**config.mk**
```make
export PLATFORM = sky130hd
export DESIGN_NAME = aoc_top
export DESIGN_NICKNAME = d
export VERILOG_FILES = /design/src/aoc_pkg.sv /design/src/aoc_pattern_gen.sv /design/src/aoc_top.sv
export VERILOG_INCLUDE_DIRS = /design/src /design/src/src
export SDC_FILE = /design/constraint.sdc
export NUM_CORES = 1
export LEC_CHECK = 0
export BUFFER_PORTS_ARGS = -buffer_cell sky130_fd_sc_hd__buf_4
export CORE_ASPECT_RATIO = 0.5
export CORE_UTILIZATION = 60
export CTS_BUF_LIST = sky130_fd_sc_hd__clkbuf_2
export DETAILED_ROUTE_END_ITERATION = 8
export PLACE_DENSITY = 0.83
export SLEW_MARGIN = 0
export SYNTH_ARGS = -nofsm -noshare
export SYNTH_HDL_FRONTEND = slang
export SYNTH_SLANG_ARGS = --single-unit
```
**constraint.sdc**
```tcl
create_clock -name core_clk_i -period 16.2 [get_ports core_clk_i]
set_clock_uncertainty 0.1 [all_clocks]
set_input_delay 3.24 -clock core_clk_i [delete_from_list [all_inputs] [get_ports core_clk_i]]
set_output_delay 3.24 -clock core_clk_i [all_outputs]
set_load 0.02 [all_outputs]
```
**src/aoc_map.svh**
```systemverilog
`ifndef AOC_MAP_SVH
`define AOC_MAP_SVH

// ****************************************
// Register offsets
// ****************************************
`define AOC_OFS_PORT_SETUP 8'h00
`define AOC_OFS_BURST_LAST 8'h02
`define AOC_OFS_DIE_REV 8'h09
`define AOC_OFS_CONV_SEL 8'h10
`define AOC_OFS_OFS_COARSE 8'h20
`define AOC_OFS_OFS_FINE 8'h21
`define AOC_OFS_GAIN_COARSE 8'h22
`define AOC_OFS_GAIN_MEDIUM 8'h23
`define AOC_OFS_GAIN_FINE 8'h24
`define AOC_OFS_PWR_SEL 8'h25
`define AOC_OFS_OUT_CFG 8'h74
`define AOC_OFS_LOOP_STATUS 8'h75
`define AOC_OFS_TEST_CTRL 8'hC0
`define AOC_OFS_PAT1_LOW 8'hC2
`define AOC_OFS_PAT1_HIGH 8'hC3
`define AOC_OFS_PAT2_LOW 8'hC4
`define AOC_OFS_PAT2_HIGH 8'hC5

// ****************************************
// Field positions
// ****************************************
`define AOC_BIT_DLL_SLOW 6
`define AOC_BIT_DDR 4
`define AOC_BIT_SOFT_RST 5
`define AOC_FLD_MODE_HI 7
`define AOC_FLD_MODE_LO 6
`define AOC_FLD_PAT_HI 3
`define AOC_FLD_PAT_LO 0

// ****************************************
// Reset values
// ****************************************
`define AOC_RST_ZERO 8'h00
`define AOC_RST_CAL 8'h80
`define AOC_RST_STATUS 8'h00
`define AOC_RST_WORD 16'h0000

// ****************************************
// Pattern codes and words
// ****************************************
`define AOC_PAT_OFF 4'h0
`define AOC_PAT_MID 4'h1
`define AOC_PAT_POS 4'h2
`define AOC_PAT_NEG 4'h3
`define AOC_PAT_CHECK 4'h4
`define AOC_PAT_ONEZERO 4'h7
`define AOC_PAT_USER 4'h8
`define AOC_WORD_MID 16'h8000
`define AOC_WORD_ONES 16'hFFFF
`define AOC_WORD_ZEROS 16'h0000
`define AOC_WORD_CHK_A 16'hAAAA
`define AOC_WORD_CHK_B 16'h5555

// ****************************************
// Timing counts
// ****************************************
`define AOC_SETTLE_SAMPLES 4

`endif

```
**src/aoc_pkg.sv**
```systemverilog
package aoc_pkg;
  // Test-mode field of the test control register
  typedef enum logic [1:0] {AOC_STATIC, AOC_ALTERNATE, AOC_MODE_RSV2, AOC_MODE_RSV3} aoc_mode_t;
  // Pattern generator sequencing
  typedef enum logic [1:0] {AOC_GEN_OFF, AOC_GEN_SETTLE, AOC_GEN_RUN} aoc_gen_state_t;
  typedef logic [7:0] aoc_byte_t;
  typedef logic [15:0] aoc_word_t;
endpackage

```
**src/aoc_pattern_gen.sv**
```systemverilog
`timescale 1ns/1ps
`include "aoc_map.svh"

module aoc_pattern_gen #(
  parameter int WIDTH = 16,
  parameter int SETTLE = `AOC_SETTLE_SAMPLES
) (
  // Clock and reset
  input wire logic core_clk_i,
  input wire logic rst_i,
  // Sample side
  input wire logic sample_en_i,
  input wire logic [WIDTH-1:0] conv_data_i,
  // Pattern control
  input wire aoc_pkg::aoc_mode_t test_mode_i,
  input wire logic [3:0] pat_code_i,
  input wire logic [WIDTH-1:0] user_word1_i,
  input wire logic [WIDTH-1:0] user_word2_i,
  // Output bus
  output logic [WIDTH-1:0] data_o,
  output logic pattern_on_o
);
  import aoc_pkg::*;

  aoc_gen_state_t state_r;
  logic [7:0] cnt_r;
  logic phase_r;
  logic [WIDTH-1:0] data_r;

  // ****************************************
  // Pattern decode
  // ****************************************
  // Reserved and unlisted codes behave as off
  wire is_mid = (pat_code_i == `AOC_PAT_MID);
  wire is_pos = (pat_code_i == `AOC_PAT_POS);
  wire is_neg = (pat_code_i == `AOC_PAT_NEG);
  wire is_chk = (pat_code_i == `AOC_PAT_CHECK);
  wire is_onezero = (pat_code_i == `AOC_PAT_ONEZERO);
  wire is_user = (pat_code_i == `AOC_PAT_USER);
  wire code_valid = is_mid | is_pos | is_neg | is_chk | is_onezero | is_user; // RULE_09 RULE_10
  wire [WIDTH-1:0] word1 = is_mid ? WIDTH'(`AOC_WORD_MID) : // RULE_09
                           is_pos ? WIDTH'(`AOC_WORD_ONES) :
                           is_chk ? WIDTH'(`AOC_WORD_CHK_A) : // RULE_10
                           is_onezero ? WIDTH'(`AOC_WORD_ONES) :
                           is_user ? user_word1_i : // RULE_11
                           WIDTH'(`AOC_WORD_ZEROS);
  // Single-word patterns repeat word 1 in alternate mode
  wire [WIDTH-1:0] word2 = is_chk ? WIDTH'(`AOC_WORD_CHK_B) : // RULE_10
                           is_onezero ? WIDTH'(`AOC_WORD_ZEROS) :
                           is_user ? user_word2_i : // RULE_11
                           word1;
  wire alt_mode = (test_mode_i == AOC_ALTERNATE); // RULE_05
  wire [WIDTH-1:0] pat_word = (alt_mode && phase_r) ? word2 : word1; // RULE_06 RULE_07
  wire settle_done = (cnt_r >= 8'(SETTLE - 1));

  // ****************************************
  // Entry sequencing
  // ****************************************
  // Entry is counted in samples so the bus never shows a half-applied pattern
  always_ff @(posedge core_clk_i or posedge rst_i)
  begin
    if (rst_i)
    begin
      state_r <= AOC_GEN_OFF;
      cnt_r <= 8'h00;
    end
    else if (!code_valid)
    begin
      state_r <= AOC_GEN_OFF;
      cnt_r <= 8'h00;
    end
    else
    begin
      unique case (state_r)
        AOC_GEN_OFF:
          state_r <= AOC_GEN_SETTLE;
        AOC_GEN_SETTLE:
          if (sample_en_i)
          begin
            cnt_r <= cnt_r + 8'h01;
            if (settle_done)
              state_r <= AOC_GEN_RUN; // RULE_08
          end
        AOC_GEN_RUN:
          cnt_r <= 8'h00;
        default:
          state_r <= AOC_GEN_OFF;
      endcase
    end
  end

  assign pattern_on_o = (state_r == AOC_GEN_RUN);

  // Phase and data move only on sample strobes
  always_ff @(posedge core_clk_i or posedge rst_i)
  begin
    if (rst_i)
    begin
      phase_r <= 1'b0;
      data_r <= WIDTH'(`AOC_WORD_ZEROS);
    end
    else if (sample_en_i)
    begin
      phase_r <= pattern_on_o ? ~phase_r : 1'b0; // RULE_07
      data_r <= pattern_on_o ? pat_word : conv_data_i; // RULE_15
    end
  end

  assign data_o = data_r;

  // ****************************************
  // Checks
  // ****************************************
  property p_pass_through;
    @(posedge core_clk_i) disable iff (rst_i)
    (sample_en_i && !pattern_on_o) |=> (data_o == $past(conv_data_i));
  endproperty
  a_pass_through: assert property (p_pass_through) else $error("conversion data not passed"); // RULE_15

  property p_entry_latency;
    @(posedge core_clk_i) disable iff (rst_i)
    (!code_valid ##1 code_valid) |-> !pattern_on_o ##1 !pattern_on_o;
  endproperty
  a_entry_latency: assert property (p_entry_latency) else $error("pattern applied too early"); // RULE_08

  property p_static_word;
    @(posedge core_clk_i) disable iff (rst_i)
    (sample_en_i && pattern_on_o && !alt_mode) |=> (data_o == $past(word1));
  endproperty
  a_static_word: assert property (p_static_word) else $error("static word not held"); // RULE_06

  property p_checker_alt;
    @(posedge core_clk_i) disable iff (rst_i)
    (sample_en_i && pattern_on_o && alt_mode && is_chk)
      |=> (data_o == ($past(phase_r) ? WIDTH'(`AOC_WORD_CHK_B) : WIDTH'(`AOC_WORD_CHK_A)));
  endproperty
  a_checker_alt: assert property (p_checker_alt) else $error("checkerboard words wrong"); // RULE_10

  property p_midscale;
    @(posedge core_clk_i) disable iff (rst_i)
    (sample_en_i && pattern_on_o && is_mid) |=> (data_o == WIDTH'(`AOC_WORD_MID));
  endproperty
  a_midscale: assert property (p_midscale) else $error("midscale word wrong"); // RULE_09

  c_alt_run: cover property (@(posedge core_clk_i) disable iff (rst_i)
    pattern_on_o && alt_mode && sample_en_i ##[1:8] sample_en_i);
  c_user_run: cover property (@(posedge core_clk_i) disable iff (rst_i) pattern_on_o && is_user);
endmodule

```
**src/aoc_top.sv**
```systemverilog
`timescale 1ns/1ps
`include "aoc_map.svh"

// Summary of operation
// RULE_01: Output configuration bit 6 picks loop range, fast when clear, slow when set.
// RULE_02: Output configuration bit 4 set selects double data rate, clear selects single.
// RULE_03: Host picks slow range for 40-100 MSPS, fast for 80 MSPS upward.
// RULE_04: Host writes configuration XOR status XOR desired value to change loop settings.
// RULE_05: Test control bits 7:6 pick static (0) or alternating (1) mode.
// RULE_06: Static mode holds one fixed word on the output bus.
// RULE_07: Alternating mode drives word one and word two on successive phases.
// RULE_08: Pattern appears several samples after entry; receivers tolerate that latency.
// RULE_09: Pattern codes: 0 off, 1 midscale, 2 positive full, 3 negative full.
// RULE_10: Code 4 checkerboard AAAA/5555, code 7 ones/zeros, codes 5 and 6 reserved.
// RULE_11: Code 8 sources both words from the user pattern byte registers.
// RULE_12: First user word is built from a low and a high byte register.
// RULE_13: Second user word is built from its own low and high byte registers.
// RULE_14: Output configuration resets to zero and ignores soft reset.
// RULE_15: With pattern off, conversion results pass straight to the outputs.
// RULE_16: Second user word bytes sit at 0xC4 and 0xC5.

module aoc_top #(
  parameter int WIDTH = 16,
  parameter int SETTLE = `AOC_SETTLE_SAMPLES,
  parameter logic [7:0] CAL_DEFAULT = `AOC_RST_CAL,
  parameter logic [7:0] STATUS_INIT = `AOC_RST_STATUS,
  parameter logic [7:0] DIE_REVISION = 8'h01 // Arbitrary value
) (
  // Clock and reset
  input wire logic core_clk_i,
  input wire logic rst_i,
  // Register access port
  input wire logic [7:0] reg_addr_i,
  input wire aoc_pkg::aoc_byte_t reg_wdata_i,
  input wire logic reg_wr_i,
  input wire logic reg_rd_i,
  output aoc_pkg::aoc_byte_t reg_rdata_o,
  output logic reg_rvalid_o,
  // Sample side
  input wire logic sample_en_i,
  input wire logic [WIDTH-1:0] conv_data_i,
  // Output side
  output logic [WIDTH-1:0] out_data_o,
  output logic pattern_on_o,
  output logic dll_slow_o,
  output logic ddr_mode_o,
  // Settings for neighbouring blocks
  output logic [2:0] power_down_sel_o,
  output logic [1:0] converter_sel_o
);
  import aoc_pkg::*;

  aoc_byte_t port_setup_r;
  aoc_byte_t burst_last_r;
  aoc_byte_t conv_sel_r;
  aoc_byte_t ofs_coarse_r;
  aoc_byte_t ofs_fine_r;
  aoc_byte_t gain_coarse_r;
  aoc_byte_t gain_medium_r;
  aoc_byte_t gain_fine_r;
  aoc_byte_t pwr_sel_r;
  aoc_byte_t out_cfg_r;
  aoc_byte_t loop_status_r;
  aoc_byte_t test_ctrl_r;
  aoc_byte_t pat1_low_r;
  aoc_byte_t pat1_high_r;
  aoc_byte_t pat2_low_r;
  aoc_byte_t pat2_high_r;
  aoc_byte_t rdata_r;
  aoc_byte_t rdata_nxt;
  logic rvalid_r;

  // ****************************************
  // Write decode
  // ****************************************
  wire wr_port = reg_wr_i && (reg_addr_i == `AOC_OFS_PORT_SETUP);
  wire wr_burst = reg_wr_i && (reg_addr_i == `AOC_OFS_BURST_LAST);
  wire wr_conv = reg_wr_i && (reg_addr_i == `AOC_OFS_CONV_SEL);
  wire wr_ofs_c = reg_wr_i && (reg_addr_i == `AOC_OFS_OFS_COARSE);
  wire wr_ofs_f = reg_wr_i && (reg_addr_i == `AOC_OFS_OFS_FINE);
  wire wr_gain_c = reg_wr_i && (reg_addr_i == `AOC_OFS_GAIN_COARSE);
  wire wr_gain_m = reg_wr_i && (reg_addr_i == `AOC_OFS_GAIN_MEDIUM);
  wire wr_gain_f = reg_wr_i && (reg_addr_i == `AOC_OFS_GAIN_FINE);
  wire wr_pwr = reg_wr_i && (reg_addr_i == `AOC_OFS_PWR_SEL);
  wire wr_out_cfg = reg_wr_i && (reg_addr_i == `AOC_OFS_OUT_CFG);
  wire wr_test = reg_wr_i && (reg_addr_i == `AOC_OFS_TEST_CTRL);
  wire wr_p1_lo = reg_wr_i && (reg_addr_i == `AOC_OFS_PAT1_LOW);
  wire wr_p1_hi = reg_wr_i && (reg_addr_i == `AOC_OFS_PAT1_HIGH);
  wire wr_p2_lo = reg_wr_i && (reg_addr_i == `AOC_OFS_PAT2_LOW); // RULE_16
  wire wr_p2_hi = reg_wr_i && (reg_addr_i == `AOC_OFS_PAT2_HIGH); // RULE_16
  // Soft reset is a pulse; the bit itself never stays set
  wire soft_rst = wr_port && reg_wdata_i[`AOC_BIT_SOFT_RST];

  // ****************************************
  // Port setup and indexed trims
  // ****************************************
  // Trims return to their reset values on soft reset: gain coarse to zero, the others to calibration default
  always_ff @(posedge core_clk_i or posedge rst_i)
  begin
    if (rst_i)
    begin
      port_setup_r <= `AOC_RST_ZERO;
      burst_last_r <= `AOC_RST_ZERO;
      conv_sel_r <= `AOC_RST_ZERO;
      ofs_coarse_r <= CAL_DEFAULT;
      ofs_fine_r <= CAL_DEFAULT;
      gain_coarse_r <= `AOC_RST_ZERO;
      gain_medium_r <= CAL_DEFAULT;
      gain_fine_r <= CAL_DEFAULT;
    end
    else if (soft_rst)
    begin
      port_setup_r <= `AOC_RST_ZERO;
      burst_last_r <= `AOC_RST_ZERO;
      conv_sel_r <= `AOC_RST_ZERO;
      ofs_coarse_r <= CAL_DEFAULT;
      ofs_fine_r <= CAL_DEFAULT;
      gain_coarse_r <= `AOC_RST_ZERO;
      gain_medium_r <= CAL_DEFAULT;
      gain_fine_r <= CAL_DEFAULT;
    end
    else
    begin
      if (wr_port)
        port_setup_r <= reg_wdata_i;
      if (wr_burst)
        burst_last_r <= reg_wdata_i;
      if (wr_conv)
        conv_sel_r <= reg_wdata_i;
      if (wr_ofs_c)
        ofs_coarse_r <= reg_wdata_i;
      if (wr_ofs_f)
        ofs_fine_r <= reg_wdata_i;
      if (wr_gain_c)
        gain_coarse_r <= reg_wdata_i;
      if (wr_gain_m)
        gain_medium_r <= reg_wdata_i;
      if (wr_gain_f)
        gain_fine_r <= reg_wdata_i;
    end
  end

  // ****************************************
  // Soft-reset-proof settings
  // ****************************************
  // Only the hard reset touches these
  always_ff @(posedge core_clk_i or posedge rst_i)
  begin
    if (rst_i)
    begin
      pwr_sel_r <= `AOC_RST_ZERO;
      out_cfg_r <= `AOC_RST_ZERO; // RULE_14
      loop_status_r <= STATUS_INIT;
    end
    else
    begin
      if (wr_pwr)
        pwr_sel_r <= reg_wdata_i;
      if (wr_out_cfg)
        out_cfg_r <= reg_wdata_i; // RULE_14
      // Status keeps the setting in force before the write, so a write toggles it
      if (wr_out_cfg)
        loop_status_r <= out_cfg_r ^ loop_status_r; // RULE_04
    end
  end

  // Effective loop settings are the stored byte folded with status;
  // a plain write therefore only lands if the host used the XOR procedure
  wire [7:0] out_cfg_eff = out_cfg_r ^ loop_status_r; // RULE_04
  assign dll_slow_o = out_cfg_eff[`AOC_BIT_DLL_SLOW]; // RULE_01
  assign ddr_mode_o = out_cfg_eff[`AOC_BIT_DDR]; // RULE_02
  assign power_down_sel_o = pwr_sel_r[2:0];
  assign converter_sel_o = conv_sel_r[1:0];

  // ****************************************
  // Test pattern registers
  // ****************************************
  always_ff @(posedge core_clk_i or posedge rst_i)
  begin
    if (rst_i)
    begin
      test_ctrl_r <= `AOC_RST_ZERO;
      pat1_low_r <= `AOC_RST_ZERO;
      pat1_high_r <= `AOC_RST_ZERO;
      pat2_low_r <= `AOC_RST_ZERO;
      pat2_high_r <= `AOC_RST_ZERO;
    end
    else if (soft_rst)
    begin
      test_ctrl_r <= `AOC_RST_ZERO;
      pat1_low_r <= `AOC_RST_ZERO;
      pat1_high_r <= `AOC_RST_ZERO;
      pat2_low_r <= `AOC_RST_ZERO;
      pat2_high_r <= `AOC_RST_ZERO;
    end
    else
    begin
      if (wr_test)
        test_ctrl_r <= reg_wdata_i;
      if (wr_p1_lo)
        pat1_low_r <= reg_wdata_i;
      if (wr_p1_hi)
        pat1_high_r <= reg_wdata_i;
      if (wr_p2_lo)
        pat2_low_r <= reg_wdata_i;
      if (wr_p2_hi)
        pat2_high_r <= reg_wdata_i;
    end
  end

  // Assemble the user words from their byte pairs
  wire [15:0] first_custom_word = {pat1_high_r, pat1_low_r}; // RULE_12
  wire [15:0] second_custom_word = {pat2_high_r, pat2_low_r}; // RULE_13
  wire aoc_mode_t test_mode = aoc_mode_t'(test_ctrl_r[`AOC_FLD_MODE_HI:`AOC_FLD_MODE_LO]); // RULE_05
  wire [3:0] pat_code = test_ctrl_r[`AOC_FLD_PAT_HI:`AOC_FLD_PAT_LO]; // RULE_09

  // ****************************************
  // Read path
  // ****************************************
  // Unmapped and reserved offsets read as zero
  always_comb
  begin
    unique case (reg_addr_i)
      `AOC_OFS_PORT_SETUP: rdata_nxt = port_setup_r;
      `AOC_OFS_BURST_LAST: rdata_nxt = burst_last_r;
      `AOC_OFS_DIE_REV: rdata_nxt = DIE_REVISION;
      `AOC_OFS_CONV_SEL: rdata_nxt = conv_sel_r;
      `AOC_OFS_OFS_COARSE: rdata_nxt = ofs_coarse_r;
      `AOC_OFS_OFS_FINE: rdata_nxt = ofs_fine_r;
      `AOC_OFS_GAIN_COARSE: rdata_nxt = gain_coarse_r;
      `AOC_OFS_GAIN_MEDIUM: rdata_nxt = gain_medium_r;
      `AOC_OFS_GAIN_FINE: rdata_nxt = gain_fine_r;
      `AOC_OFS_PWR_SEL: rdata_nxt = pwr_sel_r;
      `AOC_OFS_OUT_CFG: rdata_nxt = out_cfg_r;
      `AOC_OFS_LOOP_STATUS: rdata_nxt = loop_status_r; // RULE_04
      `AOC_OFS_TEST_CTRL: rdata_nxt = test_ctrl_r;
      `AOC_OFS_PAT1_LOW: rdata_nxt = pat1_low_r;
      `AOC_OFS_PAT1_HIGH: rdata_nxt = pat1_high_r;
      `AOC_OFS_PAT2_LOW: rdata_nxt = pat2_low_r;
      `AOC_OFS_PAT2_HIGH: rdata_nxt = pat2_high_r;
      default: rdata_nxt = `AOC_RST_ZERO;
    endcase
  end

  // Read data is registered, one cycle after the strobe
  always_ff @(posedge core_clk_i or posedge rst_i)
  begin
    if (rst_i)
    begin
      rdata_r <= `AOC_RST_ZERO;
      rvalid_r <= 1'b0;
    end
    else
    begin
      rvalid_r <= reg_rd_i;
      if (reg_rd_i)
        rdata_r <= rdata_nxt;
    end
  end

  assign reg_rdata_o = rdata_r;
  assign reg_rvalid_o = rvalid_r;

  // ****************************************
  // Output pattern generator
  // ****************************************
  aoc_pattern_gen #(
    .WIDTH(WIDTH),
    .SETTLE(SETTLE)
  ) u_gen (
    .core_clk_i(core_clk_i),
    .rst_i(rst_i),
    .sample_en_i(sample_en_i),
    .conv_data_i(conv_data_i),
    .test_mode_i(test_mode),
    .pat_code_i(pat_code),
    .user_word1_i(WIDTH'(first_custom_word)), // RULE_11
    .user_word2_i(WIDTH'(second_custom_word)),
    .data_o(out_data_o),
    .pattern_on_o(pattern_on_o)
  );

  // ****************************************
  // Checks
  // ****************************************
  property p_dll_range;
    @(posedge core_clk_i) disable iff (rst_i)
    wr_out_cfg |=> (dll_slow_o == ($past(reg_wdata_i[`AOC_BIT_DLL_SLOW]) ^ $past(out_cfg_eff[`AOC_BIT_DLL_SLOW])));
  endproperty
  a_dll_range: assert property (p_dll_range) else $error("loop range not taken"); // RULE_01

  property p_ddr_mode;
    @(posedge core_clk_i) disable iff (rst_i)
    wr_out_cfg |=> (ddr_mode_o == ($past(reg_wdata_i[`AOC_BIT_DDR]) ^ $past(out_cfg_eff[`AOC_BIT_DDR])));
  endproperty
  a_ddr_mode: assert property (p_ddr_mode) else $error("data rate not taken"); // RULE_02

  property p_soft_keep;
    @(posedge core_clk_i) disable iff (rst_i)
    soft_rst |=> (out_cfg_r == $past(out_cfg_r)) && (pwr_sel_r == $past(pwr_sel_r));
  endproperty
  a_soft_keep: assert property (p_soft_keep) else $error("soft reset changed kept setting"); // RULE_14

  property p_status_read;
    @(posedge core_clk_i) disable iff (rst_i)
    (reg_rd_i && reg_addr_i == `AOC_OFS_LOOP_STATUS) |=> reg_rvalid_o && (reg_rdata_o == $past(loop_status_r));
  endproperty
  a_status_read: assert property (p_status_read) else $error("status read wrong"); // RULE_04

  property p_word1_bytes;
    @(posedge core_clk_i) disable iff (rst_i)
    wr_p1_hi |=> (first_custom_word == {$past(reg_wdata_i), $past(pat1_low_r)});
  endproperty
  a_word1_bytes: assert property (p_word1_bytes) else $error("first user word wrong"); // RULE_12

  property p_word2_bytes;
    @(posedge core_clk_i) disable iff (rst_i)
    wr_p2_hi |=> (second_custom_word == {$past(reg_wdata_i), $past(pat2_low_r)});
  endproperty
  a_word2_bytes: assert property (p_word2_bytes) else $error("second user word wrong"); // RULE_13 RULE_16

  property p_mode_decode;
    @(posedge core_clk_i) disable iff (rst_i)
    (wr_test && !soft_rst) |=> (test_mode == aoc_mode_t'($past(reg_wdata_i[7:6]))) && (pat_code == $past(reg_wdata_i[3:0]));
  endproperty
  a_mode_decode: assert property (p_mode_decode) else $error("test control decode wrong"); // RULE_05

  c_out_cfg_write: cover property (@(posedge core_clk_i) disable iff (rst_i) wr_out_cfg ##1 ddr_mode_o);
  c_soft_reset: cover property (@(posedge core_clk_i) disable iff (rst_i) soft_rst);
  c_pattern_on: cover property (@(posedge core_clk_i) disable iff (rst_i) $rose(pattern_on_o));
endmodule

```
Word-level counts from Yosys, hierarchy flattened
Index checks and enable logic that the tools add are counted.

Add/sub/neg operators: 1. $lt $le $gt $ge: 1. Equal/unequal tests: 29. Multiplexer cells: 45. Bitwise logic cells: 7. Reductions and logical operators: 34.

Operators with widths (count): two-way mux 8 bit (28); two-way mux 16 bit (10); case mux 8 bit (17 select lines) (1); == test 8 x 6 -> 1 bit, second input constant (6); == test 8 bit, second input constant (5); nonzero test 2 bit (13); logical AND 1 bit (17); == test 8 x 7 -> 1 bit, second input constant (2); case mux 8 bit (2 select lines) (1); adder 8 x 1 -> 8 bit, second input constant (1); == test 4 x 2 -> 1 bit, second input constant (2); == test 4 x 3 -> 1 bit, second input constant (2); == test 8 x 2 -> 1 bit, second input constant (1); == test 8 x 4 -> 1 bit, second input constant (1); == test 8 x 5 -> 1 bit, second input constant (1); >= comparator 8 x 2 -> 1 bit, second input constant (1); logical NOT 8 bit (1); bitwise XOR 8 bit (1); two-way mux 2 bit (3); != test 3 bit, second input constant (2); case mux 2 bit (3 select lines) (1); OR 1 bit (5); == test 2 x 1 -> 1 bit, second input constant (2); == test 4 x 1 -> 1 bit, second input constant (1); other kinds (9) (9).

Bits in registers: 164. Output and inout bits: 33. Logic and storage cells: 139.

Longest topological paths before layout
Depth after elaboration: 11. Mapped depth: 9. Depth with buffers taken out: 5.

Hierarchy
A second synthesis with hierarchy kept.

Cells, all modules: 966. Area total of the unflattened synthesis: 8861.0 µm².

Modules (own cells, without submodules): aoc_top (times used 1, cells an instance 752, area each 7045.5 µm²); aoc_pattern_gen (times used 1, cells an instance 214, area each 1815.5 µm²).

Least setup slack after synthesis
No wires, ideal clock.

Kind: input to register. From: input port reg_addr_i[3]. To: register rdata_r[3], in the netlist reg_rdata_o[3]. Setup time: 0.126 ns. Data arrival time: 4.647 ns. Required time: 15.974 ns. Slack: 11.327 ns. Stages on the path: 6. Path buffers: 2. Path through: buf_2 buf_4 and4bb_2 a222oi_1 o22ai_1 o32a_1.

Cells in the longest elaborated chain, start to end: 2.

RTL lines: start: declaration (RTL line aoc_top.sv:33) `input wire logic [7:0] reg_addr_i,`; == test 8 bit (tied with other cells) (RTL line aoc_top.sv:223) `unique case (reg_addr_i)`; case mux 8 bit (17 select lines) * (RTL line aoc_top.sv:223); end signal: assignment (RTL line aoc_top.sv:250) `` rdata_r <= `AOC_RST_ZERO; ``; end signal: assignment (RTL line aoc_top.sv:257) `rdata_r <= rdata_nxt;`; end: declaration (RTL line aoc_top.sv:69) `aoc_byte_t rdata_r;`.

Mark *: on every way between the ends. The rest lies on a longest branch, timed or not. A chain may end at the register's enable or synchronous reset.

Worst setup path after layout
From: register u_gen.state_r[0]. To: output port pattern_on_o.

Cells in the longest elaborated chain, start to end: 1.

RTL lines: start: declaration (RTL line aoc_pattern_gen.sv:25) `aoc_gen_state_t state_r;`; start signal: assignment (RTL line aoc_pattern_gen.sv:64) `state_r <= AOC_GEN_OFF;`; start signal: assignment (RTL line aoc_pattern_gen.sv:69) `state_r <= AOC_GEN_OFF;`; start signal: assignment (RTL line aoc_pattern_gen.sv:76) `state_r <= AOC_GEN_SETTLE;`; == test 2 bit (RTL line aoc_pattern_gen.sv:92) `assign pattern_on_o = (state_r == AOC_GEN_RUN);`; end: declaration (RTL line aoc_top.sv:44) `output logic pattern_on_o,`.

No other way between the ends.

==> qor.yml <==
hold_start: "loop_status_r[3]$_DFFE_PP0P_"
ant_nets: 0
grt_pass1_wl_um: 41400
required_ps: 12860
worstSetupStartpoint: "u_gen.state_r[0]$_DFFE_PP0P_"
synth_area_leaders: "dfrtp_1, mux2i_1, nand2_1"
status: "complete, no violations"
cts_resized: 0
holdBufCountCts: 0
syn_avg_cell_area_sq_um: 9.28
reg2reg_from: "test_ctrl_r[0]$_DFFE_PP0P_"
grt_pass1_vias: 7220
synth_cells: 959
start_util: 0.615
clockRootBuffer: "clkbuf_2"
dr_total_vias: 7849
seq_area_frac_synth: 0.462
hold_class: "reg2reg"
grtUsageTotal: 0.361
setup_viol: 0
hold_viol_final: 0
yosysTopAreaCell: "dfrtp_1"
post_cts_buffers: 0
cts_buffers: 17
antenna_cells: 0
wl_met3_um: 3150
tritoncts: "yes"
io_pins: 70
ys_types: 72
hold-worst-slack_ps: 398
drc_errors: 0
powerDensity_mw_per_mm2: 79.0
core_area_sq_mm: 0.0145
worst_pin_slew_ps: 1090
path_clk_slew_ps: 240
worstPathArrival_ps: 2400
slew_headroom: 0.271
slew_violations: 0
period_needed_ps: 5740
num-nets-final: 1011
route.met2.wl_um: 11100
start_kind: "flip-flop"
syn_to_final_growth_pct: 7.02
antenna_found_initial: 0
vdd_drop_max_uv: 43.8
drt_iter0_drc: 1027
dieArea_sq_mm: 0.0153
critPathKind: "reg2out"
clock_sinks: 164
syn_area_sq_mm: 0.00890
finalCritPeriodShare: 0.354
wl_um: 26500
drv_cap: 0
rsz0062_at_grt: "no"
p_total_mw: 0.753
worstPathMaxFanout: 20
end_kind: "output pin"
largest_reg_flops: 16
overflow: 0
synth_ff_type: "dfrtp_1"
place_congestion: 1.02
die_w_um: 174
leakage_nw: 4.55
wl_met1_um: 11500
synth_seq_cells: 164
die_h_um: 88.1
rows: 31
hpwl_um: 18100
synth.net_count: 997
synth_warnings: 0
synth_top_area_frac: 0.450
drtPass1Iterations: 6
drive_gt1_frac: 0.152
numPortBuffers: 69
grt_start_max_net_pins: 115
setup_tns_ps: 0
synth_edf_count: 0
htreeDepth: 4
clock.fmax_mhz: 174
clockBufferDepth: 2
synthArstFlopShare: 1.00
insertion_delay_ps: 790
top_layer_used: "met4"
via_per_inst: 6.63
avgRoutedWirePerCell_um: 22.4
-- synthesized netlist by cell type, types with 12 or more instances --
| library cell | number |
|---|---|
| mux2i_1 | 65 |
| inv_1 | 12 |
| nand3_1 | 55 |
| clkbuf_1 | 33 |
| nor2_1 | 103 |
| a22o_1 | 13 |
| a21oi_1 | 75 |
| mux2_2 | 13 |
| o21ai_0 | 33 |
| nand2_1 | 134 |
| buf_2 | 28 |
| dfrtp_1 | 160 |
| a22oi_1 | 22 |
| buf_4 | 15 |
-- area by class of cell --
class / instances / area, sq um
well taps: 198 / 248
inverters: 13 / 53.8
multi-input cells: 701 / 4350
flip-flops and latches: 164 / 4110
clock inverters: 14 / 104
clock buffers: 18 / 90.1
fillers: 1172 / 4950
repair buffers: 76 / 571
-- cells by family after synthesis --
| family | after synthesis | share of synthesized area |
|---|---|---|
| adders and majority gates | 1 | 0.00141 |
| muxes | 78 | 0.0896 |
| and+or+nand+nor | 387 | 0.216 |
| DFF | 164 | 0.462 |
| buffers and inverters | 94 | 0.0516 |
| xor gates and xnor gates | 18 | 0.0203 |
| AOI/OAI and AO/OA | 217 | 0.159 |
-- cell usage in the layout (no fill, tap or decap), types with 5 or more instances in the layout --
cell	instances
dfrtp_1	160
nand2_1	134
nor2_1	103
buf_4	76
a21oi_1	75
mux2i_1	65
nand3_1	55
o21ai_0	33
a22oi_1	22
clkbuf_2	18
a22o_1	13
mux2_2	13
inv_1	11
nor2b_1	10
nand3b_1	10
a211oi_1	9
a31oi_1	9
o221ai_1	9
nor3_1	8
xor2_1	8
xnor2_1	7
a21o_1	7
nor4_1	6
o22ai_1	6
nand3_2	6
and2_1	5
and3b_1	5
nand4_1	5
nand2_2	5
o32a_1	5
inv_6	5
-- final timing paths --
check	to	slack [ps]	cells past startpoint
worst min-delay path	loop_status_r[3]$_DFFE_PP0P_	400	1
max in group asynchronous	reg_rdata_o[5]$_DFFE_PP0P_	12140	3
worst max register to register	u_gen.data_o[2]$_DFFE_PP0P_	13750	5
min in group asynchronous	u_gen.cnt_r[3]$_DFFE_PP0P_	2540	2
worst min register to register	loop_status_r[3]$_DFFE_PP0P_	400	1
worst max-delay path	pattern_on_o	10460	3
-- worst max-delay path, stage by stage (launching register included) --
cell	delay, ps
dfrtp_1	410
nand2b_1	580
inv_1	380
buf_4	260
-- metrics by stage --
stage | util | setup WS (ps) | instances | area (sq um)
after global routing | 0.658 | 10300 | 1184 | 9520
after floorplan | - | 8430 | 959 | 8900
after CTS | 0.658 | 10470 | 1184 | 9520
final | 0.658 | 10460 | 1184 | 9520
after detailed placement | 0.645 | 9850 | 1152 | 9330
after global placement | 0.645 | 9930 | 1152 | 9330
-- power breakdown --
group          leakage, nW  internal, mW  switching, mW
combinational         2.22        0.0364         0.0642
clock                0.117        0.0424          0.160
sequential            2.21         0.431         0.0190
total                 4.55         0.509          0.243
-- metal layers --
| metal | vias to the layer above | track usage |
|---|---|---|
| met1 | 3842 | 0.516 |
| met3 | 72 | 0.0968 |
| li1 | 3426 | - |
| met2 | 509 | 0.533 |
| met4 | 0 | 0.128 |
| met5 | - | 0 |
Power figures use the tool's default switching activity.
